## src/verilog/mit_regs.vh

```
// register offsets, field positions, reset values and tick timing of the modulo interval timer
`ifndef MIT_REGS_VH
`define MIT_REGS_VH

`define MIT_CTRL_ADDR        8'h29
`define MIT_COUNT_ADDR       8'h1F
`define MIT_LIMIT_ADDR       8'h1E
`define MIT_CTRL_RESET       4'h0
`define MIT_LIMIT_RESET      8'hFF
`define MIT_COUNT_RESET      8'h00
`define MIT_BIT_SEL_LO       0
`define MIT_BIT_SEL_HI       1
`define MIT_BIT_CLEAR        2
`define MIT_BIT_RUN          3
`define MIT_SEL_100K         2'h0
`define MIT_SEL_10K          2'h1
`define MIT_SEL_2K           2'h2
`define MIT_SEL_1K           2'h3
`define MIT_CLK_HZ           200000000
`define MIT_F100K_HZ         100000
`define MIT_F10K_HZ          10000
`define MIT_F2K_HZ           2000
`define MIT_F1K_HZ           1000
// core clock cycles per basic tick, clock rate over tick rate, sized for the divider
`define MIT_DIV_100K         18'h007D0
`define MIT_DIV_10K          18'h04E20
`define MIT_DIV_2K           18'h186A0
`define MIT_DIV_1K           18'h30D40

`endif

```

## src/verilog/mit_timer.v

```verilog
// modulo interval timer: control register, tick select, 8-bit count and match
`timescale 1ns/100ps
`include "mit_regs.vh"
module mit_timer (
	input  wire       core_clk_i,
	input  wire       reset_i,
	input  wire       chip_en_reset_i,
	input  wire       reg_wr_i,
	input  wire       reg_rd_i,
	input  wire [7:0] reg_addr_i,
	input  wire [3:0] reg_wdata_i,
	output reg  [3:0] reg_rdata_o,
	input  wire       buf_put_i,
	input  wire       buf_get_i,
	input  wire [7:0] transfer_buffer_i,
	output reg  [7:0] transfer_buffer_o,
	output reg        irq_o,
	output wire [7:0] count_value_o,
	output wire [7:0] match_limit_o
);
	// stored control fields and the rate actually in use
	reg  [1:0] tick_sel_ff;
	reg        run_enable_ff;
	reg  [1:0] cur_sel_ff;

	// count path
	reg  [7:0] count_value_ff;
	reg  [7:0] match_limit_ff;
	reg        nxt_irq;
	reg  [7:0] nxt_count;
	wire [7:0] count_inc;
	wire       count_hit;
	wire       count_step;

	// divided basic ticks and the one picked by the select
	reg        sel_tick;
	wire       tick_100k;
	wire       tick_10k;
	wire       tick_2k;
	wire       tick_1k;

	// decoded register and buffer strokes
	wire       ctrl_wr;
	wire       ctrl_take;
	wire       ctrl_rd;
	wire       limit_wr;
	wire       count_rd;
	wire       clear_req;
	wire [1:0] wr_sel;
	wire       wr_run;
	wire [3:0] ctrl_view;

	// reset image of the control register; only the stored bits are used
	localparam [3:0] CTRL_RST = `MIT_CTRL_RESET;

	// address decode; each stroke is taken on the edge where it is high
	assign ctrl_wr       = reg_wr_i && (reg_addr_i == `MIT_CTRL_ADDR);
	assign ctrl_take     = ctrl_wr && !chip_en_reset_i;
	assign ctrl_rd       = reg_rd_i && (reg_addr_i == `MIT_CTRL_ADDR);
	assign limit_wr      = buf_put_i && (reg_addr_i == `MIT_LIMIT_ADDR) && !chip_en_reset_i;
	assign count_rd      = buf_get_i && (reg_addr_i == `MIT_COUNT_ADDR);
	assign clear_req     = ctrl_take && reg_wdata_i[`MIT_BIT_CLEAR];

	// write data split into the stored control fields
	assign wr_sel        = {reg_wdata_i[`MIT_BIT_SEL_HI], reg_wdata_i[`MIT_BIT_SEL_LO]};
	assign wr_run        = reg_wdata_i[`MIT_BIT_RUN];

	// read image of control; the clear position is never stored, so it reads 0
	assign ctrl_view     = {run_enable_ff, 1'b0, tick_sel_ff};

	// a step happens only on a selected tick while running; the match is judged
	// on the value the step would reach, so the limit value is never held
	assign count_step    = run_enable_ff && sel_tick;
	assign count_inc     = count_value_ff + 8'h01;
	assign count_hit     = (count_inc == match_limit_ff);

	// register images seen from outside
	assign count_value_o = count_value_ff;
	assign match_limit_o = match_limit_ff;

	// one shared divider per basic rate; the timer only picks among them
	// 10 us basic period
	mit_tick_div #(.DIV(`MIT_DIV_100K)) u_div_100k (
		.core_clk_i (core_clk_i),
		.reset_i    (reset_i),
		.tick_o     (tick_100k)
	);
	// 100 us basic period
	mit_tick_div #(.DIV(`MIT_DIV_10K)) u_div_10k (
		.core_clk_i (core_clk_i),
		.reset_i    (reset_i),
		.tick_o     (tick_10k)
	);
	// 500 us basic period
	mit_tick_div #(.DIV(`MIT_DIV_2K)) u_div_2k (
		.core_clk_i (core_clk_i),
		.reset_i    (reset_i),
		.tick_o     (tick_2k)
	);
	// 1 ms basic period
	mit_tick_div #(.DIV(`MIT_DIV_1K)) u_div_1k (
		.core_clk_i (core_clk_i),
		.reset_i    (reset_i),
		.tick_o     (tick_1k)
	);

	// tick mux; while running, the select is resampled only on a tick of the old rate,
	// so a change waits for a boundary instead of cutting a period short
	always @* begin
		case (cur_sel_ff)
			`MIT_SEL_100K: sel_tick = tick_100k;
			`MIT_SEL_10K:  sel_tick = tick_10k;
			`MIT_SEL_2K:   sel_tick = tick_2k;
			`MIT_SEL_1K:   sel_tick = tick_1k;
			default:       sel_tick = 1'b0;
		endcase
	end

	// a select written while stopped is taken at once, so a start never counts
	// a tick of the old rate; while running it waits for a tick of the old rate
	always @(posedge core_clk_i) begin
		if (reset_i) begin
			cur_sel_ff <= `MIT_SEL_100K;
		end else if (ctrl_take && !run_enable_ff) begin
			cur_sel_ff <= wr_sel;
		end else if (sel_tick || !run_enable_ff) begin
			cur_sel_ff <= tick_sel_ff;
		end
	end

	// control register; the clear bit is not stored and chip-enable reset keeps it
	always @(posedge core_clk_i) begin
		if (reset_i) begin
			tick_sel_ff   <= CTRL_RST[`MIT_BIT_SEL_HI:`MIT_BIT_SEL_LO];
			run_enable_ff <= CTRL_RST[`MIT_BIT_RUN];
		end else if (ctrl_take) begin
			tick_sel_ff   <= wr_sel;
			run_enable_ff <= wr_run;
		end
	end

	// control read, registered so read data comes from a flip-flop; it is
	// valid from the edge that takes the read until the next edge, and any
	// other address or an idle cycle gives zero
	always @(posedge core_clk_i) begin
		if (reset_i) begin
			reg_rdata_o <= 4'h0;
		end else if (ctrl_rd) begin
			reg_rdata_o <= ctrl_view;
		end else begin
			reg_rdata_o <= 4'h0;
		end
	end

	// limit register written from the transfer buffer; kept on chip-enable reset.
	// a limit of zero must not be programmed: the count would then match only
	// when it rolls past all ones, giving a request every 256 ticks
	always @(posedge core_clk_i) begin
		if (reset_i) begin
			match_limit_ff <= `MIT_LIMIT_RESET;
		end else if (limit_wr) begin
			match_limit_ff <= transfer_buffer_i;
		end
	end

	// count next state: clear write wins, match wraps, stop holds;
	// a clear in the same cycle as a matching tick swallows that request,
	// which is the start error the user must accept
	always @* begin
		nxt_count = count_value_ff;
		nxt_irq   = 1'b0;
		if (clear_req) begin
			nxt_count = `MIT_COUNT_RESET;
		end else if (count_step) begin
			if (count_hit) begin
				nxt_count = `MIT_COUNT_RESET;
				nxt_irq   = 1'b1;
			end else begin
				nxt_count = count_inc;
			end
		end
	end

	// the matching value is never held; wrapping on the tick that reaches
	// the limit gives exactly N ticks between requests
	always @(posedge core_clk_i) begin
		if (reset_i) begin
			count_value_ff <= `MIT_COUNT_RESET;
			irq_o          <= 1'b0;
		end else begin
			count_value_ff <= nxt_count;
			irq_o          <= nxt_irq;
		end
	end

	// count read out into the transfer buffer; the captured value stands
	// until the next get, so software may read it at leisure while the
	// counter itself keeps running
	always @(posedge core_clk_i) begin
		if (reset_i) begin
			transfer_buffer_o <= 8'h00;
		end else if (count_rd) begin
			transfer_buffer_o <= count_value_ff;
		end
	end
endmodule

```

## src/verilog/mit_tick_div.v

```verilog
// free-running divider that gives one-cycle tick pulses at a programmable period
`timescale 1ns/100ps
module mit_tick_div #(
	parameter [17:0] DIV = 18'h007D0
) (
	input  wire core_clk_i,
	input  wire reset_i,
	output wire tick_o
);
	reg [17:0] cnt_ff;
	wire [17:0] nxt_cnt;

	// wrap at DIV-1; tick on the last count of each period
	assign tick_o  = (cnt_ff == DIV - 18'h00001);
	assign nxt_cnt = tick_o ? 18'h00000 : cnt_ff + 18'h00001;

	always @(posedge core_clk_i) begin
		if (reset_i) begin
			cnt_ff <= 18'h00000;
		end else begin
			cnt_ff <= nxt_cnt;
		end
	end
endmodule

```

## config.mk

```make
export PLATFORM = sky130hd
export DESIGN_NAME = mit_timer
export DESIGN_NICKNAME = d
export VERILOG_FILES = /design/src/verilog/mit_timer.v /design/src/verilog/mit_tick_div.v
export VERILOG_INCLUDE_DIRS = /design/src /design/src/verilog
export SDC_FILE = /design/constraint.sdc
export NUM_CORES = 1
export LEC_CHECK = 0
export BUFFER_PORTS_ARGS = -buffer_cell sky130_fd_sc_hd__clkbuf_2
export CAP_MARGIN = 10
export CORE_MARGIN = 2
export CORE_UTILIZATION = 43
export CTS_BUF_LIST = sky130_fd_sc_hd__clkbuf_4 sky130_fd_sc_hd__clkbuf_8
export CTS_CLUSTER_SIZE = 12
export DETAILED_ROUTE_END_ITERATION = 8
export GPL_TIMING_DRIVEN = 0
export PLACE_DENSITY = 0.64
export SYNTH_ARGS = -nofsm -noshare
export SYNTH_HDL_FRONTEND = slang
export SYNTH_SLANG_ARGS = --single-unit
```

## constraint.sdc

```tcl
create_clock -name core_clk_i -period 3.1 [get_ports core_clk_i]
set_input_delay 0 -clock core_clk_i [delete_from_list [all_inputs] [get_ports core_clk_i]]
set_output_delay 0 -clock core_clk_i [all_outputs]
set_load 0.01 [all_outputs]
```

==> results.txt, run 1 <==
CP required -> 3.35 ns
antenna violations before repair -> 0
initial core utilization -> 44.4%
Power Total -> 2.39 mW
pre-CTS setup slack -> 0.531 ns
#FFs+latches synth -> 105
Root Buffer -> clkbuf_8
Inserted Diodes -> 0
TritonCTS Buffers -> 9
Worst EP arrival -> 2.86 ns
Power Density -> 428 nW/um^2
GRT overflow -> 0
layout net count -> 643
PnR worst setup slack -> 0.489 ns
Slew HR -> 53.9%
Layout Cells excl Fill -> 756
H-tree levels -> 3
1st-pass router iterations -> 4
XOR/XNOR Fraction of Synth Area -> 13.0%
Worst-Margin Slew -> 0.687 ns
status -> completed
Post-synth EDFFs -> 0
WS Path Type -> reg2reg
max-cap viol count -> 0
DIE WIDTH -> 110 um
die height -> 110 um
Mean Syn Cell Area -> 9.04 sq um
CP endpoint kind -> register
via count -> 3997
dpl cells -> 728
startpoint types -> register
final hold violations -> 0
Tcrit/Tclk final -> 84.2%
adder-cell share of the synthesized area -> 1.29%
worst hold path type -> in2reg
Die ar. -> 12100 sq um
gpl congestion -> 0.840
mux cell area share after synthesis -> 4.81%
ys flop type -> dfxtp_1
largest family of logic cells by synthesized area -> simple AND/OR/NAND/NOR gates
Compound-Gate Fraction of Synth Area -> 7.27%
leakage power total -> 2.11 nW
row cnt -> 38
Skew-Pair Late Insertion Delay -> 0.37 ns
Reg clk slew, reported paths -> 0.10 ns
DRT iter0 DRCs -> 182
Post-Syn Instances -> 535
Slew Viols, Final -> 0
vias in the first global route -> 3743
largest net degree at the start of global routing -> 18
simple-gate share of the synthesized area -> 27.4%
syn_nets -> 567
wire per inst -> 14.0 um
Via density -> 5.29
Max Freq -> 383 MHz
Syn Std Cell Area -> 4830 sq um
crit path max fanout -> 9
Post-CTS Setup Repair Bufs -> 0
Tmin final -> 2.61 ns
commonest non-fill, non-tap cell in the layout -> dfxtp_1
Post-Route WL -> 10600 um
Post-DRT Antenna Nets -> 0
Finish-stage setup viols -> 0
Max Root-Sink Buffers -> 2
setup TNS -> 0 ns
CTS tree -> done
buffers added on ports -> 53
peak supply drop -> 0.183 mV
Yosys cell types -> 48
P&R area growth vs syn -> 15.4%
Core ar. -> 10900 sq um
most frequent cells in the layout -> dfxtp_1 (105), nor2_1 (104), clkbuf_2 (53)
first-pass GRT wire length -> 17500 um
post-synthesis sequential area ratio -> 43.5%
gr usage total -> 18.3%
layout cells sized above 1 -> 14.4%
DRC Markers -> 0
yosys warns -> 0
Detail Placement HPWL -> 7670 um
ys async rst share -> 0%
RSZ-0062 raised after global routing -> no
Ports -> 56
Clock Sinks -> 105
Worst Skew -> 0.0168 ns
## cell families (layout without fill, tap and decap cells)
| kind of cell | after synthesis | count (layout) |
|---|---|---|
| other | 1 | 1 |
| xor gates and xnor gates | 72 | 72 |
| DFF | 105 | 105 |
| muxes | 23 | 23 |
| adders and majority gates | 5 | 5 |
| buffers and inverters | 30 | 111 |
| and+or+nand+nor | 265 | 265 |
| AOI/OAI and AO/OA | 34 | 34 |
## synthesized netlist by cell type (2+ instances only)
| cell | instances | area, sq um |
|---|---|---|
| a21oi_1 | 4 | 20.0 |
| a32oi_1 | 6 | 52.6 |
| and2_1 | 3 | 18.8 |
| and3_1 | 19 | 119 |
| and4_1 | 7 | 61.3 |
| buf_2 | 2 | 10.0 |
| clkbuf_1 | 13 | 48.8 |
| dfxtp_1 | 105 | 2100 |
| ha_1 | 5 | 62.6 |
| inv_1 | 12 | 45.0 |
| mux2_2 | 2 | 22.5 |
| mux2i_1 | 21 | 210 |
| nand2_1 | 31 | 116 |
| nand2b_1 | 2 | 12.5 |
| nand3_1 | 40 | 200 |
| nand3b_1 | 2 | 15.0 |
| nand4_1 | 19 | 119 |
| nor2_1 | 104 | 390 |
| nor2b_1 | 3 | 18.8 |
| nor3_1 | 6 | 30.0 |
| nor4_1 | 10 | 62.6 |
| nor4b_1 | 4 | 35.0 |
| nor4bb_1 | 2 | 20.0 |
| o21ai_0 | 4 | 20.0 |
| o21ai_1 | 3 | 15.0 |
| o31ai_2 | 3 | 37.5 |
| o41ai_2 | 6 | 97.6 |
| or3_1 | 5 | 31.3 |
| or4_1 | 3 | 22.5 |
| xnor2_1 | 30 | 263 |
| xor2_1 | 42 | 368 |
## flip-flops by register name, indices dropped and copies added, names as in the netlist
name,flops
transfer_buffer_o,8
u_div_2k.cnt_ff,18
u_div_10k.cnt_ff,18
reg_rdata_o,3
match_limit_o,8
u_div_100k.cnt_ff,18
run_enable_ff,1
u_div_1k.cnt_ff,18
tick_sel_ff,2
cur_sel_ff,2
irq_o,1
count_value_o,8
## critical path, cell delays in order, from the launching register on
cell	delay, ns
dfxtp_1	0.59
ha_1	0.33
nand3_1	0.19
xnor2_1	0.18
nor4_1	0.48
o2111ai_4	0.33
a32oi_1	0.28
o41ai_2	0.12
## layer usage
metal,GRT usage (%),up-vias,wire length (um)
li1,-,2015,-
met1,23.6,1884,5100
met2,30.8,84,4960
met3,3.53,14,392
met4,6.24,0,170
met5,0,-,0
## per-stage QoR
| stage | hold slack [ns] | cell area (sq um) | util [%] |
|---|---|---|---|
| after global routing | 0.0665 | 5580 | 51.2 |
| after floorplan | 0.125 | 4830 | - |
| final | 0.0409 | 5580 | 51.2 |
| after detailed placement | 0.220 | 5280 | 48.4 |
| after CTS | 0.0413 | 5580 | 51.2 |
| after global placement | 0.213 | 5280 | 48.4 |
## report_power, final
| group | switching, mW | internal [mW] | total, mW | leakage, nW |
|---|---|---|---|---|
| combinational | 0.101 | 0.0852 | 0.186 | 1.17 |
| sequential | 0.0344 | 1.38 | 1.41 | 0.849 |
| clock | 0.467 | 0.328 | 0.795 | 0.0933 |
| total | 0.602 | 1.79 | 2.39 | 2.11 |
## final timing paths
check | slack (ns) | start | cells past startpoint | end
setup / recovery | 0.49 | count_value_o[0]$_SDFFE_PP0P_ | 7 | count_value_o[6]$_SDFFE_PP0P_
hold / removal | 0.04 | reset_i | 2 | u_div_2k.cnt_ff[4]$_SDFF_PP0_
setup reg to reg | 0.49 | count_value_o[0]$_SDFFE_PP0P_ | 7 | count_value_o[6]$_SDFFE_PP0P_
hold reg to reg | 0.45 | tick_sel_ff[1]$_SDFFE_PP0P_ | 2 | reg_rdata_o[1]$_SDFF_PP0_
## area by class of cell
class	count	area, sq um
sequential	105	2100
tap	140	175
timing repair buffer	65	385
inverter	12	45.0
clock inverter	5	38.8
fill	1019	5310
clock buffer	11	145
buffer	18	81.3
multi-input combinational	400	2610
## what timing repair did
action,CTS,global route
hold endpoints to repair,14,0
gates resized for setup,0,0
hold buffers,12,0
Power figures use the tool's default switching activity.
==> inputs of run 2 (changes only) <==
--- a/config.mk
+++ b/config.mk
@@ -14,7 +14,7 @@
 export CTS_CLUSTER_SIZE = 12
 export DETAILED_ROUTE_END_ITERATION = 8
 export GPL_TIMING_DRIVEN = 0
-export PLACE_DENSITY = 0.64
+export PLACE_DENSITY = 0.66
 export SYNTH_ARGS = -nofsm -noshare
 export SYNTH_HDL_FRONTEND = slang
 export SYNTH_SLANG_ARGS = --single-unit
==> constraint.sdc (replaced) <==
create_clock -name core_clk_i -period 2.1 [get_ports core_clk_i]
set_input_delay 0 -clock core_clk_i [delete_from_list [all_inputs] [get_ports core_clk_i]]
set_output_delay 0 -clock core_clk_i [all_outputs]
set_load 0.01 [all_outputs]
==> results.txt, run 2 (synthesis results as in run 1) <==
status -> completed
Worst-Margin Slew -> 0.558 ns (-0.129 ns)
commonest non-fill, non-tap cell in the layout -> nor2_1
layout cells sized above 1 -> 22.5% (+8.1 points)
leakage power total -> 2.21 nW (+4.7%)
Worst Skew -> 0.0172 ns (+0.000455 ns)
layout net count -> 657 (+2.2%)
buffers added on ports -> 53 (unchanged)
Root Buffer -> clkbuf_8
CP endpoint kind -> register
antenna violations before repair -> 0 (unchanged)
Core ar. -> 10900 sq um (unchanged)
vias in the first global route -> 3824 (+2.2%)
pre-CTS setup slack -> -0.313 ns (-0.845 ns)
dpl cells -> 728 (unchanged)
Slew Viols, Final -> 0 (unchanged)
Via density -> 5.34 (+0.96%)
Max Freq -> 483 MHz (+26%)
Clock Sinks -> 105 (unchanged)
via count -> 4110 (+2.8%)
DRC Markers -> 0 (unchanged)
CP max stage cell -> or4_4
wire per inst -> 14.0 um (-0.22%)
net switching power -> 0.920 mW (+53%)
Tcrit/Tclk final -> 98.5% (+14 points)
Inserted Diodes -> 0 (unchanged)
PnR worst setup slack -> 0.0314 ns (-0.458 ns)
worst hold path type -> in2reg
most frequent cells in the layout -> nor2_1 (104), dfxtp_1 (94), clkbuf_2 (55)
Power Total -> 3.55 mW (+48%)
max-cap viol count -> 0 (unchanged)
Post-Route WL -> 10800 um (+1.6%)
row cnt -> 38 (unchanged)
critical path's top delay family -> simple AND/OR/NAND/NOR gates
Max stage delay on crit path -> 0.52 ns (-0.07 ns)
startpoint types -> register
Sequential Power Share -> 59.0% (about the same)
1st-pass router iterations -> 4 (unchanged)
H-tree levels -> 3 (unchanged)
Max Root-Sink Buffers -> 2 (unchanged)
WS Path Type -> reg2reg
RSZ-0062 raised after global routing -> yes
CP required -> 2.36 ns (-0.99 ns)
Skew-Pair Late Insertion Delay -> 0.38 ns (about the same)
final hold violations -> 0 (unchanged)
gpl congestion -> 0.846 (+0.73%)
Slew HR -> 62.8% (+8.8 points)
DRT iter0 DRCs -> 175 (-3.8%)
Finish-stage setup viols -> 0 (unchanged)
GRT overflow -> 0 (unchanged)
Layout Cells excl Fill -> 770 (+1.9%)
crit path max fanout -> 7 (-2)
Pint -> 2.63 mW (+47%)
Ports -> 56 (unchanged)
worst path buffer plus inverter count -> 1 (+1)
TritonCTS Buffers -> 9 (unchanged)
Worst EP arrival -> 2.32 ns (-0.54 ns)
Post-DRT Antenna Nets -> 0 (unchanged)
P&R area growth vs syn -> 21.9%
final core utilization -> 54.1% (+2.9 points)
DIE WIDTH -> 110 um (unchanged)
gr usage total -> 18.4% (+0.062 points)
largest net degree at the start of global routing -> 18 (unchanged)
Detail Placement HPWL -> 7520 um (-2.0%)
worst path cell trace -> or4_4 -> or3_4 -> o22ai_4 -> o21ai_4 -> buf_12 -> a32oi_1 -> o41ai_2
die height -> 110 um (unchanged)
Die ar. -> 12100 sq um (unchanged)
Reg clk slew, reported paths -> 0.10 ns (about the same)
Clk pwr share -> 32.5% (-0.7 points)
Power Density -> 602 nW/um^2 (+40%)
switching share of power -> 26.0% (+0.76 points)
first-pass GRT wire length -> 17600 um (+0.51%)
initial core utilization -> 44.4% (unchanged)
CTS tree -> done
Tmin final -> 2.07 ns (-0.542 ns)
Logic pwr share -> 8.4% (+0.6 points)
peak supply drop -> 0.330 mV (+80%)
## run 2: cell count changes in the layout (fill, tap and decap cells not counted), moves of 3 or more
| cell | delta |
|---|---|
| nor4_2 | +3 |
| clkbuf_1 | -6 |
| nor4_1 | -3 |
| buf_4 | +17 |
| nand3_1 | -3 |
| a32oi_1 | -4 |
| and4_1 | -3 |
| dfxtp_1 | -11 |
| dfxtp_2 | +9 |
| a32oi_2 | +4 |
## run 2: layout make-up
type	count	area (sq um)
multi-input combinational	400	2770
buffer	15	76.3
inverter	12	45.0
timing repair buffer	82	526
clock buffer	10	131
sequential	105	2120
tap	140	175
fill	955	5000
clock inverter	6	45.0
## run 2: power by group through the flow
stage                     clock, mW  sequential, mW  combinational, mW
after floorplan                   0            2.12              0.163
after global placement            0            2.12              0.248
after detailed placement          0            2.13              0.254
after CTS                      1.19            2.09              0.272
after global routing           1.27            2.10              0.328
final                          1.15            2.09              0.299
## run 2: final timing paths
check / from / endpoint / slack, ns / cells past startpoint
hold reg to reg: u_div_10k.cnt_ff[0]$_SDFF_PP0_ / u_div_10k.cnt_ff[0]$_SDFF_PP0_ / 0.44 / 1
hold / removal: reset_i / run_enable_ff$_SDFFE_PP0P_ / 0.04 / 2
setup reg to reg: u_div_1k.cnt_ff[13]$_SDFF_PP0_ / count_value_o[4]$_SDFFE_PP0P_ / 0.03 / 7
setup / recovery: u_div_1k.cnt_ff[13]$_SDFF_PP0_ / count_value_o[4]$_SDFFE_PP0P_ / 0.03 / 7
## run 2: stage by stage
stage | TNS [ns] | area, sq um | hold slack, ns
after floorplan | 0 | 4830 | 0.125
after global placement | -7.27 | 5280 | 0.219
after detailed placement | -8.08 | 5280 | 0.221
after CTS | 0 | 5710 | 0.0253
after global routing | -0.107 | 5890 | 0.0643
final | 0 | 5890 | 0.0402
## run 2: timing repair
action | 4_1_cts | 5_1_grt
gates resized for setup | 25 | 30
setup endpoints to repair | 48 | 53
setup buffers | 7 | 10
hold endpoints to repair | 14 | 0
hold buffers | 12 | 0
pin swaps | 9 | 14
## run 2: layer usage
| metal | GRT usage, % | vias up | wire length [um] |
|---|---|---|---|
| met5 | 0 | - | 0 |
| met2 | 29.9 | 101 | 5060 |
| met3 | 2.35 | 19 | 548 |
| met1 | 24.2 | 1952 | 4970 |
| met4 | 8.77 | 0 | 215 |
| li1 | - | 2038 | - |
==> inputs of run 3 (changes only) <==
--- a/config.mk
+++ b/config.mk
@@ -10,7 +10,7 @@
 export CAP_MARGIN = 10
 export CORE_MARGIN = 2
 export CORE_UTILIZATION = 43
-export CTS_BUF_LIST = sky130_fd_sc_hd__clkbuf_4 sky130_fd_sc_hd__clkbuf_8
+export CTS_BUF_LIST = sky130_fd_sc_hd__clkbuf_8
 export CTS_CLUSTER_SIZE = 12
 export DETAILED_ROUTE_END_ITERATION = 8
 export GPL_TIMING_DRIVEN = 0
==> results.txt, run 3 (synthesis results as in run 1) <==
R2R cell count -> 7 (unchanged)
layout cells sized above 1 -> 21.9% (-0.63 points)
Max Root-Sink Buffers -> 2 (unchanged)
DRC Markers -> 0 (unchanged)
Slew Viols, Final -> 0 (unchanged)
gpl congestion -> 0.846 (unchanged)
H-tree levels -> 3 (unchanged)
CTS tree -> done
Slew HR -> 62.2% (-0.54 points)
Tcrit/Tclk final -> 98.8% (+0.27 points)
peak supply drop -> 0.326 mV (-1.3%)
WS Path Type -> reg2reg
Via density -> 5.31 (-0.46%)
final core utilization -> 54.0% (-0.11 points)
DRT iter0 DRCs -> 194 (+11%)
Post-Route WL -> 10800 um (+0.40%)
Hold Crit Depth -> 2 (unchanged)
worst hold path type -> in2reg
PnR worst setup slack -> 0.0257 ns (-0.00570 ns)
startpoint types -> register
Tmin final -> 2.07 ns (+0.00570 ns)
worst path buffer plus inverter count -> 1 (unchanged)
pre-CTS setup slack -> -0.313 ns (unchanged)
RSZ-0062 raised after global routing -> yes
1st-pass router iterations -> 6 (+2)
Layout Cells excl Fill -> 770 (unchanged)
P&R area growth vs syn -> 21.6%
Power Total -> 3.53 mW (-0.57%)
Reg-to-Reg End -> count_value_o[4]$_SDFFE_PP0P_
CP max stage cell -> or4_4
Post-DRT Antenna Nets -> 0 (unchanged)
flop2flop setup slack -> 0.03 ns (about the same)
first-pass GRT wire length -> 17600 um (about the same)
final hold violations -> 0 (unchanged)
Detail Placement HPWL -> 7520 um (unchanged)
critical path's top delay family -> simple AND/OR/NAND/NOR gates
Ports -> 56 (unchanged)
layout net count -> 657 (unchanged)
beginning of the worst hold path -> reset_i
initial core utilization -> 44.4% (unchanged)
Power Density -> 600 nW/um^2 (-0.36%)
worst path cell trace -> or4_4 -> or3_4 -> o22ai_4 -> o21ai_4 -> buf_12 -> a32oi_1 -> o41ai_2
Worst EP arrival -> 2.33 ns (about the same)
Clock Sinks -> 105 (unchanged)
buffers added on ports -> 53 (unchanged)
GRT overflow -> 0 (unchanged)
setup TNS -> 0 ns (unchanged)
Reg clk slew, reported paths -> 0.10 ns (about the same)
wire per inst -> 14.1 um (+0.40%)
Worst Skew -> 0.0170 ns (-0.000194 ns)
r2r startpoint -> u_div_1k.cnt_ff[13]$_SDFF_PP0_
vias in the first global route -> 3821 (-0.078%)
die height -> 110 um (unchanged)
antenna violations before repair -> 0 (unchanged)
status -> completed
crit path max fanout -> 7 (unchanged)
Core ar. -> 10900 sq um (unchanged)
Inserted Diodes -> 0 (unchanged)
Finish-stage setup viols -> 0 (unchanged)
Max stage delay on crit path -> 0.52 ns (about the same)
TritonCTS Buffers -> 9 (unchanged)
commonest non-fill, non-tap cell in the layout -> nor2_1
hold path endpoint -> run_enable_ff$_SDFFE_PP0P_
via count -> 4091 (-0.46%)
CP endpoint kind -> register
Worst-Margin Slew -> 0.566 ns (+0.00816 ns)
dpl cells -> 728 (unchanged)
Skew-Pair Late Insertion Delay -> 0.38 ns (about the same)
Root Buffer -> clkbuf_8
leakage power total -> 2.21 nW (about the same)
max-cap viol count -> 0 (unchanged)
row cnt -> 38 (unchanged)
largest net degree at the start of global routing -> 18 (unchanged)
Die ar. -> 12100 sq um (unchanged)
DIE WIDTH -> 110 um (unchanged)
gr usage total -> 18.4% (about the same)
Max Freq -> 482 MHz (-0.27%)
CP required -> 2.35 ns (about the same)
most frequent cells in the layout -> nor2_1 (104), dfxtp_1 (95), clkbuf_2 (55)
run 3: final cells by class:
cell class,instances,area (sq um)
fillers,958,5010
multi-input cells,400,2770
flip-flops and latches,105,2120
repair buffers,82,526
well taps,140,175
clock buffers,9,124
plain buffers,15,76.3
clock inverters,7,48.8
inverters,12,45.0
run 3: routing by layer:
metal | share of wire, % | GRT usage (%) | up-vias | wire length [um]
met1 | 46 | 24.1 | 1947 | 4990
met2 | 47 | 29.9 | 90 | 5100
met5 | 0 | 0 | - | 0
met4 | 2.1 | 8.77 | 0 | 226
li1 | - | - | 2037 | -
met3 | 4.8 | 2.35 | 17 | 520
run 3: report_power, final:
group / internal (mW) / leakage (nW) / switching (mW)
clock network: 0.429 / 0.0826 / 0.706
logic: 0.148 / 1.27 / 0.151
registers: 2.03 / 0.854 / 0.0614
total: 2.61 / 2.21 / 0.918
run 3: worst max-delay path by stage:
stage	depth (start not counted)	to	slack (ns)	startpoint
after global routing	7	count_value_o[4]$_SDFFE_PP0P_	-0.03	count_value_o[2]$_SDFFE_PP0P_
after global placement	7	count_value_o[3]$_SDFFE_PP0P_	-0.31	count_value_o[0]$_SDFFE_PP0P_
after detailed placement	7	count_value_o[4]$_SDFFE_PP0P_	-0.31	count_value_o[0]$_SDFFE_PP0P_
after floorplan	7	count_value_o[5]$_SDFFE_PP0P_	0.02	count_value_o[0]$_SDFFE_PP0P_
final	7	count_value_o[4]$_SDFFE_PP0P_	0.03	u_div_1k.cnt_ff[13]$_SDFF_PP0_
after CTS	6	count_value_o[6]$_SDFFE_PP0P_	0.001	count_value_o[5]$_SDFFE_PP0P_
run 3: repair_timing:
action | in CTS | in global routing
endpoints found under the setup margin | 48 | 53
pin swaps | 9 | 12
resized for setup | 25 | 27
buffers inserted | 7 | 10
hold endpoints to repair | 14 | 0
hold buffers | 12 | 0
run 3: per-stage QoR:
step / cell area (sq um) / hold slack, ns
after floorplan: 4830 / 0.125
after global placement: 5280 / 0.219
after detailed placement: 5280 / 0.221
after CTS: 5710 / 0.0251
after global routing: 5880 / 0.0659
final: 5880 / 0.0345
